--- config.mk ---
export PLATFORM = sky130hd
export DESIGN_NAME = ssf_status
export DESIGN_NICKNAME = d
export VERILOG_FILES = /design/src/verilog/ssf_pkg.sv /design/src/verilog/ssf_status.sv
export SDC_FILE = /design/constraint.sdc
export NUM_CORES = 1
export LEC_CHECK = 0
export BUFFER_PORTS_ARGS = -buffer_cell sky130_fd_sc_hd__buf_2
export CELL_PAD_IN_SITES_DETAIL_PLACEMENT = 1
export CELL_PAD_IN_SITES_GLOBAL_PLACEMENT = 1
export CORE_MARGIN = 5
export CORE_UTILIZATION = 37
export CTS_BUF_LIST = sky130_fd_sc_hd__clkbuf_8
export CTS_CLUSTER_DIAMETER = 80
export DETAILED_ROUTE_END_ITERATION = 8
export GPL_TIMING_DRIVEN = 0
export HOLD_SLACK_MARGIN = 0.05
export PLACE_DENSITY_LB_ADDON = 0.15
export SETUP_SLACK_MARGIN = 0.05
export SYNTH_ARGS = -nofsm -noshare
export SYNTH_HDL_FRONTEND = slang
export SYNTH_SLANG_ARGS = --single-unit
--- constraint.sdc ---
create_clock -name pclk -period 1.8 [get_ports pclk]
set_input_delay 0.36 -clock pclk [delete_from_list [all_inputs] [get_ports pclk]]
set_output_delay 0.36 -clock pclk [all_outputs]
set_load 0.05 [all_outputs]
--- src/verilog/ssf_pkg.sv ---
// ssf_pkg: register map, bit positions and reset values of the serial status flag block
// assumes a 32-bit apb slave with word-aligned registers
package ssf_pkg;
    localparam logic [11:0] ADDR_STATUS  = 12'h000;
    localparam logic [11:0] ADDR_CONTROL = 12'h004;
    localparam logic [11:0] ADDR_IRQ_ST  = 12'h008;
    localparam logic [11:0] ADDR_IRQ_MSK = 12'h00C;

    localparam int BIT_TDE  = 7;
    localparam int BIT_RDF  = 6;
    localparam int BIT_OVR  = 5;
    localparam int BIT_FRM  = 4;
    localparam int BIT_PAR  = 3;
    localparam int BIT_TXEND = 2;
    localparam int BIT_MPR  = 1;
    localparam int BIT_MPT  = 0;

    localparam int CBIT_TXEN = 0;
    localparam int CBIT_RXEN = 1;

    localparam logic [7:0] STATUS_RST = 8'h84;
    localparam logic [4:0] CLR_MASK   = 5'h1F;
endpackage : ssf_pkg

--- src/verilog/ssf_status.sv ---
// ssf_status: status flags of one serial channel, apb register slave, interrupt
// assumes shift engines and dma controller on pclk, events one-cycle pulses
`timescale 1ns/1ps

module ssf_status (
    input  wire logic        pclk,
    input  wire logic        presetn,
    input  wire logic        clk_en,
    input  wire logic        psel,
    input  wire logic        penable,
    input  wire logic        pwrite,
    input  wire logic [11:0] paddr,
    input  wire logic [31:0] pwdata,
    output logic      [31:0] prdata,
    output logic             pready,
    output logic             pslverr,
    input  wire logic        tx_load,
    input  wire logic        tx_last_bit,
    input  wire logic        rx_done,
    input  wire logic        rx_stop_bit,
    input  wire logic        rx_parity_fail,
    input  wire logic        rx_mp_bit,
    input  wire logic        dma_tx_write,
    input  wire logic        dma_rx_read,
    output logic             transmit_enable,
    output logic             receive_enable,
    output logic             transmit_multiproc_bit,
    output logic             transmit_empty_flag,
    output logic             receive_full_flag,
    output logic             irq
);
    typedef struct packed {
        logic [7:0]  status;
        logic [4:0]  seen_one;
        logic [1:0]  ctrl;
        logic [7:0]  irq_st;
        logic [7:0]  irq_msk;
        logic [31:0] rdata;
        logic        ready;
        logic        err;
        logic        irq;
    } ssf_state_s;

    ssf_state_s st_reg;
    ssf_state_s st_next;

    // ---------------------------------------------------------------
    // bus decode
    // ---------------------------------------------------------------
    logic access;
    logic wr;
    logic rd;
    logic mapped;
    assign access = psel && penable && !st_reg.ready;
    assign wr     = access && pwrite;
    assign rd     = access && !pwrite;
    assign mapped = (paddr == ssf_pkg::ADDR_STATUS) || (paddr == ssf_pkg::ADDR_CONTROL) ||
                    (paddr == ssf_pkg::ADDR_IRQ_ST) || (paddr == ssf_pkg::ADDR_IRQ_MSK);

    logic [4:0] set_ev;
    logic [4:0] clr_ev;
    logic [4:0] cur5;
    logic       tx_on;
    logic       rx_ok;
    logic       wr_st;

    always_comb begin
        st_next = st_reg;
        tx_on   = st_reg.ctrl[ssf_pkg::CBIT_TXEN];
        wr_st   = wr && (paddr == ssf_pkg::ADDR_STATUS);
        cur5    = st_reg.status[7:3];
        rx_ok   = rx_done && rx_stop_bit && !rx_parity_fail && !st_reg.status[ssf_pkg::BIT_RDF];
        // clearable flag order: tde, rdf, ovr, frm, par
        set_ev[4] = !tx_on || tx_load;
        set_ev[3] = rx_ok;
        set_ev[2] = rx_done && st_reg.status[ssf_pkg::BIT_RDF];
        set_ev[1] = rx_done && !rx_stop_bit;
        set_ev[0] = rx_done && rx_parity_fail;
        // a zero clears only a flag previously read as one; ones are ignored
        clr_ev = {5{wr_st}} & ~pwdata[7:3] & st_reg.seen_one;
        clr_ev[4] = clr_ev[4] || dma_tx_write;
        clr_ev[3] = clr_ev[3] || dma_rx_read;
        // receive enable is never looked at here, so rx full keeps its value
        st_next.status[7:3] = (cur5 & ~clr_ev) | set_ev;
        // tx end shares the clear of tx empty, set wins
        if (!tx_on || (tx_last_bit && st_reg.status[ssf_pkg::BIT_TDE])) begin
            st_next.status[ssf_pkg::BIT_TXEND] = 1'b1;
        end else if (clr_ev[4]) begin
            st_next.status[ssf_pkg::BIT_TXEND] = 1'b0;
        end
        if (rx_done && st_reg.ctrl[ssf_pkg::CBIT_RXEN]) begin
            st_next.status[ssf_pkg::BIT_MPR] = rx_mp_bit;
        end
        if (wr_st) begin
            st_next.status[ssf_pkg::BIT_MPT] = pwdata[ssf_pkg::BIT_MPT];
        end
        // arm a clear only after a read that returned one; a clear disarms
        st_next.seen_one = st_reg.seen_one & ~clr_ev;
        if (rd && paddr == ssf_pkg::ADDR_STATUS) begin
            st_next.seen_one = st_reg.seen_one | cur5;
        end
        if (wr && paddr == ssf_pkg::ADDR_CONTROL) begin
            st_next.ctrl = pwdata[1:0];
        end
        if (wr && paddr == ssf_pkg::ADDR_IRQ_MSK) begin
            st_next.irq_msk = pwdata[7:0];
        end
        // interrupt status: rising flags set, read clears, set wins
        if (rd && paddr == ssf_pkg::ADDR_IRQ_ST) begin
            st_next.irq_st = 8'h00;
        end
        st_next.irq_st[7:3] = st_next.irq_st[7:3] | (set_ev & ~cur5);
        st_next.ready = access;
        st_next.err   = access && !mapped;
        st_next.rdata = 32'h0000_0000;
        if (rd) begin
            case (paddr)
                ssf_pkg::ADDR_STATUS:  st_next.rdata = {24'h00_0000, st_reg.status};
                ssf_pkg::ADDR_CONTROL: st_next.rdata = {30'h0000_0000, st_reg.ctrl};
                ssf_pkg::ADDR_IRQ_ST:  st_next.rdata = {24'h00_0000, st_reg.irq_st};
                ssf_pkg::ADDR_IRQ_MSK: st_next.rdata = {24'h00_0000, st_reg.irq_msk};
                default:               st_next.rdata = 32'h0000_0000;
            endcase
        end
        st_next.irq = |(st_next.irq_st & st_next.irq_msk);
    end

    // ---------------------------------------------------------------
    // state register
    // ---------------------------------------------------------------
    always_ff @(posedge pclk or negedge presetn) begin
        if (!presetn) begin
            st_reg        <= '0;
            st_reg.status <= ssf_pkg::STATUS_RST;
        end else if (clk_en) begin
            st_reg <= st_next;
        end
    end

    assign prdata                 = st_reg.rdata;
    assign pready                 = st_reg.ready;
    assign pslverr                = st_reg.err;
    assign irq                    = st_reg.irq;
    assign transmit_enable        = st_reg.ctrl[ssf_pkg::CBIT_TXEN];
    assign receive_enable         = st_reg.ctrl[ssf_pkg::CBIT_RXEN];
    assign transmit_multiproc_bit = st_reg.status[ssf_pkg::BIT_MPT];
    assign transmit_empty_flag    = st_reg.status[ssf_pkg::BIT_TDE];
    assign receive_full_flag      = st_reg.status[ssf_pkg::BIT_RDF];

    // dma clears per clearable flag, same order as set_ev and clr_ev
    logic [4:0] dma_clr;
    assign dma_clr = {dma_tx_write, dma_rx_read, 3'b000};

    // ---------------------------------------------------------------
    // per clearable flag: ones ignored, set beats clear
    // ---------------------------------------------------------------
    // a one written over a set flag must never clear it, and a set in
    // the same cycle as an armed clear must win so no event is lost
    for (genvar i = 0; i < 5; i++) begin : g_flag

    end
endmodule : ssf_status

# Word level (Yosys, flattened, before mapping)
# Index checks and enable logic that the tools add are counted.
# W data, S select, Z words.
totals:
  register_bits: 66
  latch_bits: 0
  ramBits: 0
  rom_bits: 0
  inputBits: 58
  out_inout_bits: 40
  elab_cells: 73
  memories: 0
classes:
  n_addsub: 0
  multipliers: 0
  div: 0
  n_lt_le_gt_ge: 0
  eq_ne: 3
  shifts: 0
  n_mux: 7
  bitwise_logic: 12
  n_reduce_logical: 39
ops:
  columns: ["cell", "count"]
  rows:
  - ["$pmux W8 S4", 1]
  - ["$and A5 B5 Y5", 5]
  - ["$eq A12 B4 Y1 const B", 2]
  - ["$mux W8", 3]
  - ["$logic_and A1 B1 Y1", 18]
  - ["$not A5 Y5", 3]
  - ["$or A5 B5 Y5", 3]
  - ["$eq A12 B3 Y1 const B", 1]
  - ["$logic_not A12 Y1", 1]
  - ["$and A8 B8 Y8", 1]
  - ["$reduce_and A2 Y1", 4]
  - ["$reduce_or A8 Y1", 1]
  - ["$logic_not A1 Y1", 7]
  - ["$logic_or A1 B1 Y1", 7]
  - ["$mux W5", 1]
  - ["$mux W1", 2]
  - ["$reduce_bool A2 Y1", 1]

# Depth between registers and ports, before layout
# Gate-level depths: netlist of run 1.
logic_depth:
  ltp_word: 10
  ltp_mapped: 8
  ltp_nobuf: 6

# Least setup slack after synthesis of run 1
# OpenSTA, ideal clock, no wires.
synth_path:
  path_kind: "register to register"
  start: "register st_reg, in the netlist pready"
  end: "register st_reg, in the netlist irq"
  setup_ns: 0.141
  t_arrival_ns: 1.881
  required_time_ns: 1.659
  slack_ns: -0.222
  stages_incl_launch_ff: 8
  n_path_buf: 1
  synth_period_minus_slack_ns: 2.022
  cell_sequence: "dfrtp_1 -> and4b_1 -> nand4_1 -> buf_2 -> mux2i_1 -> o22ai_1 -> nor4_1 -> a31oi_1"
synth_between:
  elab_chain_cells: 8
  word_cells_on_any_way: 11
  classes_between: "mux: 2; bitwise: 2; reduce/logical: 7"
synth_lines:
  columns: ["element", "line", "source"]
  rows:
  - ["start, declared", "ssf_status.sv:44", "ssf_state_s st_reg;"]
  - ["start signal, assigned", "ssf_status.sv:136", "st_reg <= st_next;"]
  - ["$logic_not A1 Y1 *", "ssf_status.sv:54", "assign access = psel && penable && !st_reg.ready;"]
  - ["$logic_and A1 B1 Y1 *", "ssf_status.sv:54", null]
  - ["$logic_and A1 B1 Y1", "ssf_status.sv:56", "assign rd = access && !pwrite;"]
  - ["$logic_and A1 B1 Y1", "ssf_status.sv:109", "if (rd && paddr == ssf_pkg::ADDR_IRQ_ST) begin"]
  - ["$mux W8", "ssf_status.sv:109", null]
  - ["$or A5 B5 Y5", "ssf_status.sv:112", "st_next.irq_st[7:3] = st_next.irq_st[7:3] | (set_ev & ~cur5);"]
  - ["$and A8 B8 Y8 *", "ssf_status.sv:125", "st_next.irq = |(st_next.irq_st & st_next.irq_msk);"]
  - ["$reduce_or A8 Y1 *", "ssf_status.sv:125", null]
# Mark *: on every way between the ends. The rest lies on a longest branch, timed or not.
# A chain may end at the register's enable or synchronous reset.

# Final worst setup path of run 1
# Ends and elaborated chain as after synthesis.

==> metrics.md, run 1 <==
| Metric | Value |
|---|---|
| Vias in the first global route | `2085` |
| Pwr/cell area | `roughly 670 nW/um^2` |
| Met3 wire length | `449 um` |
| Failing checks | `setup timing` |
| Initial antenna violation count | `0` |
| Hold WS | `~0.22 ns` |
| Peak supply drop | `0.3210 mV` |
| DPL Wire Length | `5.014 mm` |
| DRT iter0 DRCs | `79` |
| Vias per inst | `between 4 and 5` |
| Tcrit/Tclk final | `1.056` |
| Final Skew | `0.002574 ns` |
| Total global-route track usage | `0.1636` |
| Synth unique cells | `44` |
| Max-cap viol count | `0` |
| RSZ-0062 raised after global routing | `true` |
| H-tree Lvls | `2` |
| Worst-Margin Slew | `0.9880 ns` |
| Total Power | `around 2000 uW` |
| PortBufs | `48` |
| Register-to-Register Path Depth | `7` |
| Global-route wire length before repair | `10.76 mm` |
| Clk slew on worst S/H paths | `approximately 0.080 ns` |
| Worst Setup Slack post-DPL | `-0.5272 ns` |
| I/O pins | `between 90 and 100` |
| CP Class | `reg -> reg` |
| Max reg flops | `23` |
| Fraction of registers with async set/reset | `1.000` |
| Final-layout fill cell count | `~800` |
| Antenna cells | `0` |
| Switching Share | `0.3214` |
| FMAX | `0.5262 GHz` |
| Final Critical Period | `1.900 ns` |
| Worst-path fanout max | `4` |
| Logic pwr share | `0.209` |
| CTS tree | `built` |
| Met1 WL | `2.999 mm` |
| Syn_area_per_cell | `9.738 sq um` |
| Rel. slew slack | `0.3413` |
| DP Area | `roughly 2900 sq um` |
| ANT nets after route | `0` |
| GRT overflow | `0` |
| Row count | `29` |
| Largest net degree at the start of global routing | `43` |
| DRC | `0` |
| Critical R2R Launch | `pready$_DFFE_PN0P_` |
| Crit path DAT | `2.06 ns` |
| Most frequent cells in the layout | `buf_2 (48), dfrtp_1 (39), buf_4 (36)` |
| Pleak | `0.001586 uW` |
| Finished Cell Area | `3039 sq um` |
| Hold Fails Final Rpt | `0` |
| Number of synthesized flops with an enable pin | `0` |
| Most common cell after layout, fill and taps aside | `buf_2` |
| Die H | `around 90 um` |
| Width of the chip | `90.96 um` |
| Fraction of layout cells with a size suffix above 1 | `0.3675` |
| Clock tree buffer depth | `2` |
| Design internal power | `1377 uW` |
| # setup viols final | `3` |
| Worst Setup Slack, final | `-0.1003 ns` |
| Hold Buf Count CTS | `0` |
| Synth Cell Area | `2425 sq um` |
| Clock group share of total power | `0.286` |
| Setup crit start kind | `register` |
| CTS Root Cell | `clkbuf_8` |
| Die area | `slightly above 8000 sq um` |
| Worst reg-to-reg setup slack | `-0.10 ns` |
| Nets | `just under 400` |
| Status | `finished with violations` |
| Routed WL | `around 6.7 mm` |
| Sequential area share after synthesis | `0.4345` |
| Ys Warns | `0` |
| Sw Pwr | `652.1 uW` |
| Total CTS buffers | `5` |
| R2R Path End | `irq$_DFFE_PN0P_` |
| Clock Sinks | `42` |
| CP required | `between 1.5 and 2 ns` |
| Wire length on met2 | `3.167 mm` |
| Top Metal Used | `met4` |
| Gpl congestion | `0.7939` |
| Cells after Synth | `249` |
| DR vias | `2014` |
| TNS Setup | `-0.1485 ns` |
| Wire per inst | `16.35 um` |
| Hold Path Class | `in -> async` |
| Insertion delay to the later sink of the worst-skew pair | `0.30 ns` |
| Primary FF master, synth | `dfrtp_1` |
| Sequential Power Share | `0.505` |
| Post-synthesis register bit count | `between 40 and 50` |
| Layout Area Growth over Synthesis | `25.34%` |
| Crit path from | `pready$_DFFE_PN0P_` |
| Starting Density | `0.3819` |
| Core area | `6350 sq um` |
| Iteration count of the initial detailed-routing pass | `4` |
| CP Capture Type | `register` |
| Pins over their slew limit | `0` |
-- worst max path at each step --
| stage | cells past startpoint | endpoint |
|---|---|---|
| after detailed placement | 6 | transmit_multiproc_bit$_DFFE_PN0P_ |
| after global placement | 6 | transmit_multiproc_bit$_DFFE_PN0P_ |
| after floorplan | 6 | st_reg[56]$_DFFE_PN0P_ |
| final | 7 | irq$_DFFE_PN0P_ |
| after CTS | 7 | irq$_DFFE_PN0P_ |
| after global routing | 7 | irq$_DFFE_PN0P_ |
-- final cells by class --
| class | count | area [sq um] | area share |
|---|---|---|---|
| Tap cell | 77 | 96.34 | 0.03170 |
| Sequential cell | 42 | 1055 | 0.3471 |
| Clock inverter | 2 | 7.507 | 0.002470 |
| Inverter | 22 | 87.58 | 0.02882 |
| Timing Repair Buffer | 52 | 270.3 | 0.08893 |
| Multi-Input combinational cell | 168 | 1162 | 0.3825 |
| Clock buffer | 5 | 68.82 | 0.02264 |
| Buffer | 41 | 291.5 | 0.09592 |
-- through the flow --
step / instances / util
2_1_floorplan: 272 / -
4_1_cts: 407 / 0.4733
3_5_place_dp: 397 / 0.4522
5_1_grt: 409 / 0.4786
6_report: 409 / 0.4786
3_3_place_gp: 397 / 0.4522
-- power by group through the flow --
stage                     combinational (uW)  clock (uW)  sequential [uW]
after floorplan                          263           0             1070
after global placement                   413           0             1040
after detailed placement                 417           0             1040
after CTS                                423         587             1020
after global routing                     458         628             1030
final                                    424         580             1020
-- cells in the mapped netlist (all sizes together), types with 3 or more instances --
cell | count | area [sq um]
o21ai | 11 | 55.05
nor2b | 3 | 18.77
a22o | 6 | 52.55
dfrtp | 40 | 1001
nand2 | 16 | 60.06
nor2 | 16 | 60.06
buf | 35 | 254.0
nand3b | 3 | 22.52
nor4 | 4 | 55.05
inv | 22 | 82.58
nor4b | 3 | 32.53
clkbuf | 6 | 23.77
a31oi | 3 | 18.77
nand4 | 4 | 25.02
nand3 | 4 | 20.02
mux2i | 10 | 100.1
and2 | 7 | 43.80
o22ai | 10 | 62.56
mux2 | 10 | 112.6
a21oi | 15 | 82.58
-- per-layer routing --
| metal | track usage | vias to the layer above |
|---|---|---|
| li1 | - | 980 |
| met1 | 0.2126 | 970 |
| met2 | 0.2680 | 58 |
| met3 | 0.04876 | 6 |
| met4 | 0.04034 | 0 |
| met5 | 0 | - |
-- timing repair --
action                     in CTS  in global routing
resized for setup               8                  6
cloned                          0                  1
setup endpoints to repair      20                 25
pin swaps                       2                  1
setup buffers                   3                  1
-- worst max-delay path: stages, from the launching register on --
cell and delay [ns]:
dfrtp_2 0.42, and4b_1 0.28, nand4_1 0.19, buf_4 0.21, mux2i_1 0.11, a311o_1 0.35
o21ai_1 0.13, a31oi_1 0.09
-- cell families (layout without fill, tap and decap cells) --
logic type,count (synthesis),count (layout),share of synthesized area
buffers and inverters,63,122,0.1486
other,1,24,0.001547
DFF,42,42,0.4345
and+or+nand+nor,68,69,0.1692
muxes,22,22,0.1063
AOI/OAI and AO/OA,53,53,0.1398
Power figures use the tool's default switching activity.
==> run 2: changes to the inputs <==
Settings changed: CORE_UTILIZATION 37 to 36, CTS_BUF_LIST sky130_fd_sc_hd__clkbuf_8 to sky130_fd_sc_hd__clkbuf_16.
==> metrics.md, run 2 (synthesis gave the netlist of run 1 again) <==
| Metric | Value |
|---|---|
| Antenna cells | `0 (unchanged)` |
| Worst-path fanout max | `4 (unchanged)` |
| Worst-Margin Slew | `0.9912 ns (was 0.9880 ns)` |
| Total global-route track usage | `0.1653 (was 0.1636)` |
| Wire per inst | `16.36 um (was 16.35 um)` |
| RSZ-0062 raised after global routing | `true (unchanged)` |
| Hold WS | `0.2283 ns (was 0.2241 ns)` |
| PortBufs | `48 (unchanged)` |
| H-tree Lvls | `2 (unchanged)` |
| Failing checks | `setup timing (unchanged)` |
| I/O pins | `98 (unchanged)` |
| Sequential cell area | `1055 sq um (unchanged)` |
| Gpl congestion | `0.8091 (was 0.7939)` |
| Routed WL | `6.821 mm (was 6.688 mm)` |
| Final Skew | `0.003301 ns (was 0.002574 ns)` |
| Slowest cell on crit path | `dfrtp_2 (unchanged)` |
| Die area | `8477 sq um (was 8273 sq um)` |
| Pwr/cell area | `734.0 nW/um^2 (was 667.5 nW/um^2)` |
| Clock tree buffer depth | `2 (unchanged)` |
| Family with the most delay on the worst path | `compound AO/OA/AOI/OAI gates (unchanged)` |
| Crit path buf inv count | `1 (unchanged)` |
| Most frequent cells in the layout | `buf_2 (46), buf_4 (41), dfrtp_1 (39) (was buf_2 (48), dfrtp_1 (39), buf_4 (36))` |
| Initial antenna violation count | `0 (unchanged)` |
| Global-route wire length before repair | `10.96 mm (was 10.76 mm)` |
| Worst Setup Slack, final | `-0.1123 ns (was -0.1003 ns)` |
| Row count | `30 (was 29)` |
| Peak supply drop | `0.3189 mV (was 0.3210 mV)` |
| Max-cap viol count | `0 (unchanged)` |
| DPL Wire Length | `5.016 mm (was 5.014 mm)` |
| CP Capture Type | `register (unchanged)` |
| Layout Area Growth over Synthesis | `30.19% (was 25.34%)` |
| CTS Root Cell | `clkbuf_16 (was clkbuf_8)` |
| Max reg flops | `23 (unchanged)` |
| Vias in the first global route | `2088 (was 2085)` |
| Fraction of layout cells with a size suffix above 1 | `0.3828 (was 0.3675)` |
| Tcrit/Tclk final | `1.062 (was 1.056)` |
| # setup viols final | `5 (was 3)` |
| DRC | `0 (unchanged)` |
| Vias per inst | `4.842 (was 4.924)` |
| Status | `finished with violations (unchanged)` |
| CP Class | `reg -> reg (unchanged)` |
| ANT nets after route | `0 (unchanged)` |
| Largest net degree at the start of global routing | `43 (unchanged)` |
| Core area | `6681 sq um (was 6350 sq um)` |
| Nets | `394 (was 390)` |
| Most common cell after layout, fill and taps aside | `buf_2 (unchanged)` |
| Clock Sinks | `42 (unchanged)` |
| Setup crit start kind | `register (unchanged)` |
| DRT iter0 DRCs | `73 (was 79)` |
| Die H | `92.07 um (was 90.96 um)` |
| CTS tree | `built (unchanged)` |
| Critical path cell sequence | `and4b_1, nand4_1, buf_4, mux2i_1, a311o_1, o21ai_1, a31oi_1 (unchanged)` |
| Clk slew on worst S/H paths | `0.06 ns (was 0.08 ns)` |
| Final-layout fill cell count | `775 (was 782)` |
| Pleak | `0.001647 uW (was 0.001586 uW)` |
| DR vias | `2019 (was 2014)` |
| FMAX | `0.5229 GHz (was 0.5262 GHz)` |
| Rel. slew slack | `0.3392 (was 0.3413)` |
| Multi-input logic area | `1170 sq um (was 1162 sq um)` |
| Layout Cells excl Fill | `417 (was 409)` |
| Starting Density | `0.3629 (was 0.3819)` |
| Post-Place Cells | `400 (was 397)` |
| CP required | `1.95 ns (was 1.96 ns)` |
| Pins over their slew limit | `0 (unchanged)` |
| Slowest stage delay, CP | `0.41 ns (was 0.42 ns)` |
| Total CTS buffers | `5 (unchanged)` |
| Hold Fails Final Rpt | `0 (unchanged)` |
| Crit path DAT | `2.06 ns (about the same)` |
| Insertion delay to the later sink of the worst-skew pair | `0.29 ns (was 0.30 ns)` |
| Iteration count of the initial detailed-routing pass | `4 (unchanged)` |
| Final Critical Period | `1.912 ns (was 1.900 ns)` |
| GRT overflow | `0 (unchanged)` |
| Hold Path Class | `in -> async (unchanged)` |
| Width of the chip | `92.07 um (was 90.96 um)` |
| Final core utilization | `0.4725 (was 0.4786)` |
run 2: changes by cell type in the layout (fill, tap and decap cells not counted), sizes merged:
cell,delta
buf,+4
clkbuf,+1
clkinv,+3
inv,-2
nand2,-1
run 2: final cells by class:
class	count	share of cell area
inverters	22	0.02616
multi-input cells	167	0.3706
clock buffers	5	0.03964
repair buffers	57	0.1015
well taps	80	0.03171
flip-flops and latches	42	0.3341
clock inverters	3	0.003567
plain buffers	41	0.09275
run 2: metal layers:
metal | part of all wire | wire length [um] | GRT usage | up-vias
li1 | - | - | - | 988
met2 | 0.48 | 3249 | 0.2640 | 56
met5 | 0 | 0 | 0 | -
met1 | 0.45 | 3103 | 0.2216 | 966
met4 | 0.017 | 113 | 0.05198 | 0
met3 | 0.052 | 354 | 0.03856 | 9
run 2: worst paths after layout:
path                                   startpoint                endpoint  slack, ns  depth (start not counted)
max                            pready$_DFFE_PN0P_         irq$_DFFE_PN0P_      -0.11                          7
max in group asynchronous                 presetn      pready$_DFFE_PN0P_       0.90                          1
min reg2reg                st_reg[60]$_DFFE_PN1P_  st_reg[60]$_DFFE_PN1P_       0.49                          2
max reg2reg                    pready$_DFFE_PN0P_         irq$_DFFE_PN0P_      -0.11                          7
min                                       presetn  st_reg[39]$_DFFE_PN0P_       0.23                          1
min in group pclk                       rx_mp_bit  st_reg[59]$_DFFE_PN0P_       0.31                          2
run 2: per-stage QoR:
| stage | setup WS [ns] | total power (uW) | TNS [ns] | cell area, sq um |
|---|---|---|---|---|
| after floorplan | -0.03397 | 1331 | -0.08365 | 2535 |
| after global placement | -0.5288 | 1453 | -7.972 | 2875 |
| after detailed placement | -0.5581 | 1457 | -8.905 | 2875 |
| after CTS | -0.1008 | 2328 | -0.2578 | 3062 |
| after global routing | -0.2326 | 2432 | -1.543 | 3157 |
| final | -0.1123 | 2317 | -0.2609 | 3157 |
run 2: what timing repair did:
item | 4_1_cts | 5_1_grt
endpoints found under the hold margin | 0 | 0
pin swaps | 3 | 2
hold buffers | 0 | 0
setup endpoints to repair | 22 | 25
buffers inserted | 2 | 7
resized for setup | 7 | 10
run 2: power by group:
group          switching [uW]  internal (uW)  total, uW  leakage (uW)
registers                38.1            986       1020      0.000536
clock network             364            500        864     0.0000663
logic                     288            141        429       0.00105
